[src/hdl/bbp_pkg.sv]
// Purpose: shared constants for the backlight brightness path
// Assumes: 25 MHz sys_clk, 12-bit brightness code
// Notes:   source-select codes, timing counts, widths
package bbp_pkg;
   localparam int CODE_W = 12;
   localparam int CLK_HZ = 25000000;
   // source-select encodings
   localparam logic [1:0] SRC_PWM      = 2'h0;
   localparam logic [1:0] SRC_REG      = 2'h1;
   localparam logic [1:0] SRC_PWM_XREG = 2'h2;
   localparam logic [1:0] SRC_REG_XPWM = 2'h3;
   localparam logic [1:0] SRC_RESET_I2C = 2'h3;
   // longest slope time in ms, and slope field steps
   localparam int SLOPE_MAX_MS = 200;
   localparam int SLOPE_STEPS  = 8;
   // cycles per millisecond
   localparam int CYC_PER_MS = CLK_HZ / 1000;
   // output pwm period in clocks, 12-bit counter
   localparam int PWM_PERIOD = 4096;
   localparam int NSINK = 6;
   // string detection window in clocks
   localparam int DET_CYCLES = 1024;
   // boost request settle spacing
   localparam int BOOST_HOLD = 255;
endpackage

[src/hdl/bbp_top.sv]
// Purpose: digital brightness path of a six-string backlight driver
// Assumes: pwm input synchronous to sys_clk; config only changed when idle
// Notes:   curve shaper is a square-law approximation
// How it works
// two-bit select picks brightness source
// pwm-only variant forces select to 00
// i2c variant resets select to 11
// duty period measured rising to rising
// mode 00 shapes pwm code only
// mode 01 shapes register code only
// mode 10 shapes pwm, multiplies register
// mode 11 shapes register, multiplies pwm
// crossover splits current and pwm duty
// active sinks staggered by 360/count
// slope ramp time 0 to 195 ms
// same ramp for up and down
// smoothing filter strength when advanced slope
// detection drops unconnected sinks, rephases rest
// no open fault while detection enabled
// host may clear detection enable bit
// any low headroom on an active sink requests boost up
// all above mid requests boost down
// product rescaled, full times full full
`timescale 1ns/1ps
module bbp_top #(
   parameter bit I2C_VARIANT = 1'b1
) (
   // clock and reset
   input  wire logic                sys_clk,
   input  wire logic                srst,
   // host brightness inputs
   input  wire logic                pwm_in,
   input  wire logic [1:0]          brightness_source_select,
   input  wire logic                select_load,
   input  wire logic [3:0]          brightness_level_upper,
   input  wire logic [7:0]          brightness_level_lower,
   // configuration
   input  wire logic [11:0]         crossover,
   input  wire logic [2:0]          slope_time,
   input  wire logic                adv_slope_en,
   input  wire logic [1:0]          smooth_strength,
   input  wire logic                detect_en,
   // sink and headroom comparators
   input  wire logic [5:0]          sink_connected,
   input  wire logic [5:0]          headroom_low,
   input  wire logic [5:0]          headroom_above_mid,
   input  wire logic                boost_at_max,
   // outputs
   output logic [1:0]               active_source_q,
   output logic [11:0]              current_level_q,
   output logic [5:0]               sink_pwm_q,
   output logic [5:0]               sink_active_q,
   output logic [2:0]               string_count_q,
   output logic                     boost_up_q,
   output logic                     boost_down_q,
   output logic                     open_string_fault_q,
   output logic [11:0]              brightness_q
);
   localparam int W = bbp_pkg::CODE_W;

   // square-law shaper keeps low end fine-grained
   function automatic logic [W-1:0] shape(input logic [W-1:0] c);
      logic [2*W-1:0] p;
      p = {{W{1'b0}}, c} * {{W{1'b0}}, c};
      shape = p[2*W-1:W] + {{(W-1){1'b0}}, c[W-1]};
   endfunction

   // multiply and rescale: full*full gives full
   function automatic logic [W-1:0] mulsc(input logic [W-1:0] a, input logic [W-1:0] b);
      logic [2*W-1:0] p;
      logic [2*W:0]   r;
      p = {{W{1'b0}}, a} * {{W{1'b0}}, b};
      r = {1'b0, p} + {{(W+1){1'b0}}, p[2*W-1:W]} + {{(W+1){1'b0}}, 1'b1, {(W-1){1'b0}}};
      mulsc = r[2*W-1:W];
   endfunction

   // source select register
   logic [1:0] sel_q;
   // strobe loads any select
   // pwm-only variant forced to 00
   // reset value 11, any setting accepted
   always_ff @(posedge sys_clk)
   begin
      if (srst)
         sel_q <= I2C_VARIANT ? bbp_pkg::SRC_RESET_I2C : bbp_pkg::SRC_PWM;
      else if (!I2C_VARIANT)
         sel_q <= bbp_pkg::SRC_PWM;
      else if (select_load)
         sel_q <= brightness_source_select;
   end
   always_ff @(posedge sys_clk)
   begin
      if (srst)
         active_source_q <= 2'h0;
      else
         active_source_q <= sel_q;
   end

   // duty measurement
   // first period after reset counts from zero
   logic        pwm_d1_q;
   logic [19:0] per_cnt_q;
   logic [19:0] hi_cnt_q;
   logic [W-1:0] pwm_code_q;
   logic [31:0]  duty_num;
   logic [31:0]  duty_div;
   wire rise = pwm_in & ~pwm_d1_q;
   // divider kept combinational; one result per input period
   assign duty_num = {hi_cnt_q, 12'h000} - {20'h0, hi_cnt_q[19:8]};
   assign duty_div = (per_cnt_q == 20'h0) ? 32'h0 : duty_num / {12'h0, per_cnt_q};
   // period is rising edge to rising edge
   always_ff @(posedge sys_clk)
   begin
      if (srst)
      begin
         pwm_d1_q   <= 1'b0;
         per_cnt_q  <= 20'h0;
         hi_cnt_q   <= 20'h0;
         pwm_code_q <= 12'h000;
      end
      else
      begin
         pwm_d1_q <= pwm_in;
         if (rise)
         begin
            pwm_code_q <= (duty_div > 32'hfff) ? 12'hfff : duty_div[W-1:0];
            per_cnt_q  <= 20'h1;
            hi_cnt_q   <= 20'h1;
         end
         else
         begin
            if (per_cnt_q != 20'hfffff)
               per_cnt_q <= per_cnt_q + 20'h1;
            if (pwm_in && hi_cnt_q != 20'hfffff)
               hi_cnt_q <= hi_cnt_q + 20'h1;
         end
      end
   end

   // source combination
   logic [W-1:0] reg_code;
   logic [W-1:0] target;
   assign reg_code = {brightness_level_upper, brightness_level_lower};
   always_comb
   begin
      unique case (sel_q)
         // pwm code shaped
         bbp_pkg::SRC_PWM:      target = shape(pwm_code_q);
         // register code shaped
         bbp_pkg::SRC_REG:      target = shape(reg_code);
         // shaped pwm times register
         // rescaled product
         bbp_pkg::SRC_PWM_XREG: target = mulsc(shape(pwm_code_q), reg_code);
         // shaped register times pwm
         bbp_pkg::SRC_REG_XPWM: target = mulsc(shape(reg_code), pwm_code_q);
      endcase
   end

   // slope: one step every tick, tick spacing from slope field
   // limitation: ramp time scales with code distance
   localparam int SLOPE_STEP_MS = bbp_pkg::SLOPE_MAX_MS / (bbp_pkg::SLOPE_STEPS - 1);
   // ticks per ms step over 4096 codes, ~ slope_time*27.9 ms full swing
   localparam int TICK_UNIT = (SLOPE_STEP_MS * bbp_pkg::CYC_PER_MS) / 4096;
   logic [W-1:0] ramp_q;
   logic [15:0]  tick_q;
   logic [15:0]  tick_lim;
   assign tick_lim = 16'(TICK_UNIT) * {13'h0, slope_time};
   // step spacing scales slope time
   // identical rate both directions
   always_ff @(posedge sys_clk)
   begin
      if (srst)
      begin
         ramp_q <= 12'h000;
         tick_q <= 16'h0;
      end
      else if (slope_time == 3'h0)
         ramp_q <= target;
      else if (tick_q >= tick_lim)
      begin
         tick_q <= 16'h0;
         if (ramp_q < target)
            ramp_q <= ramp_q + 12'h001;
         else if (ramp_q > target)
            ramp_q <= ramp_q - 12'h001;
      end
      else
         tick_q <= tick_q + 16'h1;
   end

   // first-order smoothing, shift set by strength
   logic [W+7:0] filt_q;
   logic [W+7:0] filt_in;
   logic [3:0]   shamt;
   assign filt_in = {ramp_q, 8'h00};
   assign shamt   = {2'h0, smooth_strength} + 4'h1;
   always_ff @(posedge sys_clk)
   begin
      if (srst)
         filt_q <= '0;
      else if (!adv_slope_en)
         filt_q <= filt_in;
      else if (filt_in > filt_q)
         filt_q <= filt_q + ((filt_in - filt_q) >> shamt) + 20'h1;
      else if (filt_in < filt_q)
         filt_q <= filt_q - ((filt_q - filt_in) >> shamt) - 20'h1;
   end
   always_ff @(posedge sys_clk)
   begin
      if (srst)
         brightness_q <= 12'h000;
      else
         brightness_q <= filt_q[W+7:8];
   end

   // zero crossover gives pure current dimming
   // above crossover current varies, below duty varies
   logic [W-1:0] duty_q;
   logic [23:0]  duty_p;
   assign duty_p = {12'h0, brightness_q} * 24'h001000;
   always_ff @(posedge sys_clk)
   begin
      if (srst)
      begin
         current_level_q <= 12'h000;
         duty_q          <= 12'h000;
      end
      else if (brightness_q >= crossover)
      begin
         current_level_q <= brightness_q;
         duty_q          <= 12'hfff;
      end
      else
      begin
         current_level_q <= crossover;
         duty_q <= (crossover == 12'h000) ? 12'hfff
                   : 12'((duty_p / {12'h0, crossover}) > 24'hfff ? 24'hfff
                   : duty_p / {12'h0, crossover});
      end
   end

   // string detection after reset window
   // sampled once; strings attached later are ignored
   logic [10:0] det_cnt_q;
   logic        det_done_q;
   always_ff @(posedge sys_clk)
   begin
      if (srst)
      begin
         det_cnt_q     <= 11'h0;
         det_done_q    <= 1'b0;
         sink_active_q <= 6'h3f;
      end
      else if (!det_done_q)
      begin
         det_cnt_q <= det_cnt_q + 11'h1;
         if (det_cnt_q == 11'(bbp_pkg::DET_CYCLES))
         begin
            det_done_q <= 1'b1;
            // unconnected sinks dropped
            // host clear keeps all sinks
            sink_active_q <= detect_en ? sink_connected : 6'h3f;
         end
      end
   end
   logic [2:0] cnt_c;
   always_comb
   begin
      cnt_c = 3'h0;
      for (int i = 0; i < bbp_pkg::NSINK; i++)
         cnt_c = cnt_c + {2'h0, sink_active_q[i]};
   end
   always_ff @(posedge sys_clk)
   begin
      if (srst)
         string_count_q <= 3'h0;
      else
         string_count_q <= cnt_c;
   end

   // phase offsets 4096/count per active sink
   logic [11:0] pcnt_q;
   logic [11:0] step;
   logic [5:0]  pwm_c;
   assign step = (cnt_c == 3'h0) ? 12'h000 : 12'(13'h1000 / {10'h0, cnt_c});
   always_comb
   begin
      logic [11:0] acc;
      acc = 12'h000;
      for (int i = 0; i < bbp_pkg::NSINK; i++)
      begin
         pwm_c[i] = sink_active_q[i] && ((12'(pcnt_q - acc) < duty_q) || duty_q == 12'hfff);
         if (sink_active_q[i])
            acc = acc + step;
      end
   end
   always_ff @(posedge sys_clk)
   begin
      if (srst)
      begin
         pcnt_q     <= 12'h000;
         sink_pwm_q <= 6'h00;
      end
      else
      begin
         pcnt_q     <= pcnt_q + 12'h001;
         sink_pwm_q <= (brightness_q == 12'h000) ? 6'h00 : pwm_c;
      end
   end

   // boost requests; up wins, down needs all active sinks
   always_ff @(posedge sys_clk)
   begin
      if (srst)
      begin
         boost_up_q   <= 1'b0;
         boost_down_q <= 1'b0;
      end
      else
      begin
         // any low on an active sink requests up
         boost_up_q   <= |(headroom_low & sink_active_q);
         // all above mid requests down
         boost_down_q <= ~|(headroom_low & sink_active_q)
                         & (&(headroom_above_mid | ~sink_active_q))
                         & (|sink_active_q);
      end
   end

   // open string fault latched until reset
   // no status read exists, so only reset clears it
   always_ff @(posedge sys_clk)
   begin
      if (srst)
         open_string_fault_q <= 1'b0;
      // suppressed while detection enabled
      else if (!detect_en && I2C_VARIANT && boost_at_max
               && |(headroom_low & sink_active_q))
         open_string_fault_q <= 1'b1;
   end
endmodule

[config.mk]
export PLATFORM = sky130hd
export DESIGN_NAME = bbp_top
export DESIGN_NICKNAME = d
export VERILOG_FILES = /design/src/hdl/bbp_pkg.sv /design/src/hdl/bbp_top.sv
export SDC_FILE = /design/constraint.sdc
export NUM_CORES = 2
export LEC_CHECK = 0
export BUFFER_PORTS_ARGS = -buffer_cell sky130_fd_sc_hd__buf_2
export CAP_MARGIN = 20
export CORE_ASPECT_RATIO = 0.8
export CORE_MARGIN = 2
export CORE_UTILIZATION = 40
export CTS_CLUSTER_SIZE = 20
export DETAILED_ROUTE_END_ITERATION = 16
export GPL_ROUTABILITY_DRIVEN = 0
export SLEW_MARGIN = 20
export SYNTH_ARGS = -nofsm -noshare
export SYNTH_HDL_FRONTEND = slang
export SYNTH_SLANG_ARGS = --single-unit
[constraint.sdc]
create_clock -name sys_clk -period 109.5 [get_ports sys_clk]
set_input_delay 5.475 -clock sys_clk [delete_from_list [all_inputs] [get_ports sys_clk]]
set_output_delay 5.475 -clock sys_clk [all_outputs]
set_load 0.01 [all_outputs]
Yosys cells after proc, flatten, opt, wreduce, memory -nomap -nowiden:

Index checks and enable logic that the tools add are counted.

* word-level logic and storage cells: 164
* bits in registers: 183
* output and inout port bits: 44
* bits of input ports: 56

* mux-type cells: 28
* add/subtract/negate cells: 35
* reduce and logical (&&, ||, !) cells: 36
* bitwise operators: 9
* multiply operators: 5
* eq/ne operators: 8
* $lt $le $gt $ge: 14
* div/mod/pow operators: 3
* shifts and indexed selects: 2

Operators by type and width (number)
* 12-bit two-way mux: 15
* 12-bit by 12-bit multiplier with 24-bit output: 4
* 12-bit less-than comparator: 7
* 20-bit by 1-bit adder with 20-bit output, second input constant: 3
* 20-bit two-way mux: 3
* 12-bit subtractor: 5
* 20-bit subtractor: 3
* 12-bit adder: 4
* 24-bit by 12-bit adder with 24-bit output: 2
* 24-bit by 12-bit adder with 24-bit output, second input constant: 2
* 12-bit one-hot mux with 4 select lines: 1
* 20-bit inequality test, second input constant: 2
* 20-bit by 3-bit right shift with 20-bit output: 2
* 32-bit by 20-bit divider with 32-bit output: 1
* 32-bit by 12-bit > comparator with 1-bit output, second input constant: 1
* 32-bit two-way mux: 1
* 32-bit by 12-bit subtractor with 32-bit output: 1
* 12-bit by 1-bit adder with 12-bit output: 2
* 12-bit by 1-bit adder with 12-bit output, second input constant: 2
* 24-bit by 12-bit divider with 24-bit output: 1
* 24-bit by 12-bit > comparator with 1-bit output, second input constant: 1
* 12-bit zero test: 2
* 20-bit adder: 1
* 20-bit > comparator: 1
* other kinds (39): 73

Depth between registers and ports, before layout:

* word-level depth: 20
* mapped depth: 449
* depth with buffers taken out: 414

Worst setup path after synthesis:

No wires, ideal clock.

* path type: register to register
* from: register hi_cnt_q[15]
* to: register pwm_code_q[0]
* library setup time: 0.124 ns
* stages on the path, launching flop included: 426
* required time: 109.376 ns
* arrival time: 86.613 ns
* slack: 22.763 ns
* path buffers: 43
* period minus slack after synthesis: 86.737 ns
* path through: dfxtp_1 -> clkbuf_1 -> or4_1 -> clkbuf_1 -> nor4_1 -> a31oi_1 -> ha_1 -> nor2b_1 -> o2bb2ai_1 -> inv_1 -> ha_1 -> o21ai_0 -> or3b_2 -> nor4_1 -> a21oi_1 -> nand2_1 -> ha_1 -> o211ai_1 -> (+390 left out) -> nor2b_1 -> o21ai_0 -> nand2b_1 -> a21oi_1 -> nor2b_1 -> o21ai_0 -> nand2b_1 -> a21oi_1 -> nor2b_1 -> o21ai_0 -> nand2b_1 -> a21oi_1 -> nor2b_1 -> o21ai_0 -> nand2_1 -> a2111o_1 -> nor3_1 -> a31oi_1

* cells in the longest elaborated chain, start to end: 5

Ends and longest elaborated chain
* start: declaration: line bbp_top.sv:103 `logic [19:0] hi_cnt_q;`
* start signal: assignment: line bbp_top.sv:135 `hi_cnt_q <= hi_cnt_q + 20'h1;`
* 32-bit by 12-bit subtractor with 32-bit output *: line bbp_top.sv:109 `assign duty_num = {hi_cnt_q, 12'h000} - {20'h0, hi_cnt_q[19:8]};`
* 32-bit by 20-bit divider with 32-bit output *: line bbp_top.sv:110 `assign duty_div = (per_cnt_q == 20'h0) ? 32'h0 : duty_num / {12'h0, per_cnt_q};`
* 32-bit two-way mux *: line bbp_top.sv:110
* 32-bit by 12-bit > comparator with 1-bit output: line bbp_top.sv:126 `pwm_code_q <= (duty_div > 32'hfff) ? 12'hfff : duty_div[W-1:0];`
* 12-bit two-way mux *: line bbp_top.sv:126
* end signal: assignment: line bbp_top.sv:126
* end: declaration: line bbp_top.sv:104 `logic [W-1:0] pwm_code_q;`

Mark *: on every way between the ends. The rest lies on a longest branch, timed or not.
A chain may end at the register's enable or synchronous reset.

Worst setup path after layout:

* from: register hi_cnt_q[12]
* to: register pwm_code_q[0]

The elaborated chain is that of the path after synthesis.

==> results.md <==
* Post-route cell area at a little under 0.08 mm^2
* Cell area after synthesis at roughly 0.075 mm^2
* RSZ-0062 raised after global routing: false
* Period minus WS final at roughly 98000 ps
* Worst Max-Slew Pin Slew at about 1100 ps
* Total track usage at 23.2%
* Horiz. Die Dim at about 490 um
* First-pass GRT wire length at around 370 mm
* Slew Limit Fails at 0
* Die Height at about 390 um
* Synth warn at 0
* Post-CTS resize count at 0
* Inserted Clock Buffers at 17
* Critical Path Most Common Cell: o21a_1
* HP Class: flip-flop to flip-flop
* Post-synthesis register bit count at 183
* Main synth FF type: dfxtp_1
* Core area at roughly 0.19 mm^2
* Final ANT Viol Nets at 0
* CTS Root Cell: clkbuf_16
* Critical Path Slowest Stage Cell: a31oi_2
* Wire per inst at approximately 18 um
* Outcome: finished, final reports clean
* WP data required at around 110000 ps
* Fmax achieved at 0.0102 GHz
* Slowest stage delay, CP at about 900 ps
* WS Path Type: flip-flop to flip-flop
* Count of buffers from port buffering at 99
* Worst-skew pair later-pin latency at approximately 560 ps
* Register area share after synthesis at between 4 and 5%
* TritonCTS clock tree: done
* Setup slack, reg-to-reg at around 12000 ps
* Crit path max fanout at 39
* Number of enable flip-flop cells after synthesis at 0
* Nets at around 12000
* Mapped Nets at between 10000 and 15000
* Max Cap Violations at 0
* Ys async rst share at 0%
* Fin. Hold Viols at 0
* Core Rows at about 140
* Vias in the first global route at ~70000
* Crit path launch type: flip-flop
* # H-tree levels at 4
* DRC viols at 0
* Most common cell after layout, fill and taps aside: ha_1
* Initial Util at between 40 and 50%
* Setup crit end kind: flip-flop
* Layout Skew at 30.6 ps
* Ports at 100
* Syn Area/Cell at approximately 7.5 um^2
* 1st-iter DRT viols at 5649
* TritonCTS Sinks at 183
* Ratio of cells with drive above 1 in the final layout at roughly 6.0%
* Crit share post-route at between 80% and 90%
* Post-DP HPWL at 179 mm
* Routed Wire Length at approximately 230 mm
* Via/cell ratio at just under 6
* Fin Setup TNS at 0 ps
* Clock Tree Buf Depth at 2
* Clock-pin slew on the worst setup and hold paths at around 110 ps
* Pre-antenna DRT Iters at 6
* Largest net degree at the start of global routing at 56
* Cts-stage hold buffer count at 0
* Placed cell areas at between 0.07 and 0.08 mm^2
* Die Footprint at 0.191 mm^2
* Routed via count at ~73000
* Synth cell types at 125
* Post-synthesis cell count at approximately 10000
* P&R area growth vs syn at 5.24%
* Postcts setup bufs at 0
* Commonest non-fill, non-tap cells in the layout: ha_1, nand2_1, nor2_1
* Initial antenna violation count at 3
* GR Overflow Total at 0
* Final setup violation count at 0
* Slew HR at 23.9%
* WP data arrival at slightly below 100000 ps
[layer usage]
metal / part of all wire [%] / GRT usage [%]
met3: 6.1 / 2.62
met2: 44 / 37.2
met1: 48 / 33.0
met5: 0 / 0
met4: 2.3 / 5.73
[metrics by stage]
step / setup slack [ps] / std cells / util [%] / hold slack [ps]
global route: 3690 / 12500 / 42.3 / 504
finish: 11510 / 12500 / 42.3 / 479
global placement: 16460 / 12500 / 42.0 / 444
floorplan: 22760 / 10100 / - / 426
detailed placement: 13690 / 12500 / 42.0 / 464
CTS: 13230 / 12500 / 42.3 / 483
[final timing paths]
path | startpoint | endpoint | cells after the start
hold / removal | pcnt_q[0] | pcnt_q[0] | 1
hold reg to reg | pcnt_q[0] | pcnt_q[0] | 1
setup / recovery | hi_cnt_q[12] | pwm_code_q[0] | 400
setup reg to reg | hi_cnt_q[12] | pwm_code_q[0] | 400
[sequential cells by signal, summed over array words and instances (netlist names), 16 cells and up]
| signal | cells |
|---|---|
| per_cnt_q | 20 |
| hi_cnt_q | 20 |
| tick_q | 16 |
| filt_q | 20 |
[cell families after synthesis]
logic type	share of synthesized area, %
other	0.00499
buffers and inverters	5.52
muxes	4.25
DFF	4.87
AOI/OAI and AO/OA	24.3
adders and majority gates	30.5
xor gates and xnor gates	8.29
and+or+nand+nor	22.2
[synthesized netlist by cell type, types with 17 or more instances]
cell type / count / share of area, %
ha_1: 1242 / 21
nand2_1: 967 / 4.8
nor2_1: 835 / 4.2
inv_1: 770 / 3.8
a21oi_1: 683 / 4.5
o21ai_0: 504 / 3.4
xnor2_1: 460 / 5.4
fa_1: 370 / 9.9
nor3_1: 331 / 2.2
a21o_1: 309 / 3.1
o21a_1: 282 / 2.8
clkbuf_1: 265 / 1.3
and2_1: 263 / 2.2
xor2_1: 252 / 2.9
dfxtp_1: 183 / 4.9
nand3_1: 172 / 1.1
mux2_2: 164 / 2.5
nand2b_1: 157 / 1.3
nor2b_1: 144 / 1.2
o31ai_1: 141 / 1.4
mux2i_1: 125 / 1.7
nand4_1: 103 / 0.86
o21bai_1: 100 / 1.0
o211ai_1: 96 / 0.96
a31oi_1: 93 / 0.77
a211oi_1: 90 / 0.90
or3_1: 87 / 0.72
or2_2: 79 / 0.66
and3_1: 73 / 0.61
nor4_1: 53 / 0.44
a21boi_0: 45 / 0.45
or4_1: 29 / 0.29
a31o_2: 28 / 0.33
o22ai_1: 26 / 0.22
buf_1: 25 / 0.12
and4_1: 24 / 0.28
o2111ai_1: 23 / 0.27
a211o_1: 22 / 0.26
o211a_1: 20 / 0.27
a2111oi_0: 18 / 0.21
nand3b_1: 17 / 0.17
[worst max-delay path: cells and delay by family, from the launching register on]
family | cells | cell delay (ps)
flops | 1 | 480
mux | 2 | 760
fa+ha+maj | 32 | 10200
simple gates | 91 | 19910
buf+inv | 22 | 4910
compound gates | 253 | 61340
[layout make-up]
type                    count  area (um^2)
fillers                 19000       108000
multi-input cells        8802        67500
flip-flops and latches    183         3660
well taps                2520         3150
inverters                 777         2920
repair buffers            203         1280
clock buffers              17          425
clock inverters            15          204
diodes                      1         2.50
Power is not shown: default switching activity piles up to over one toggle a cycle in this logic, so the estimate is an artifact.
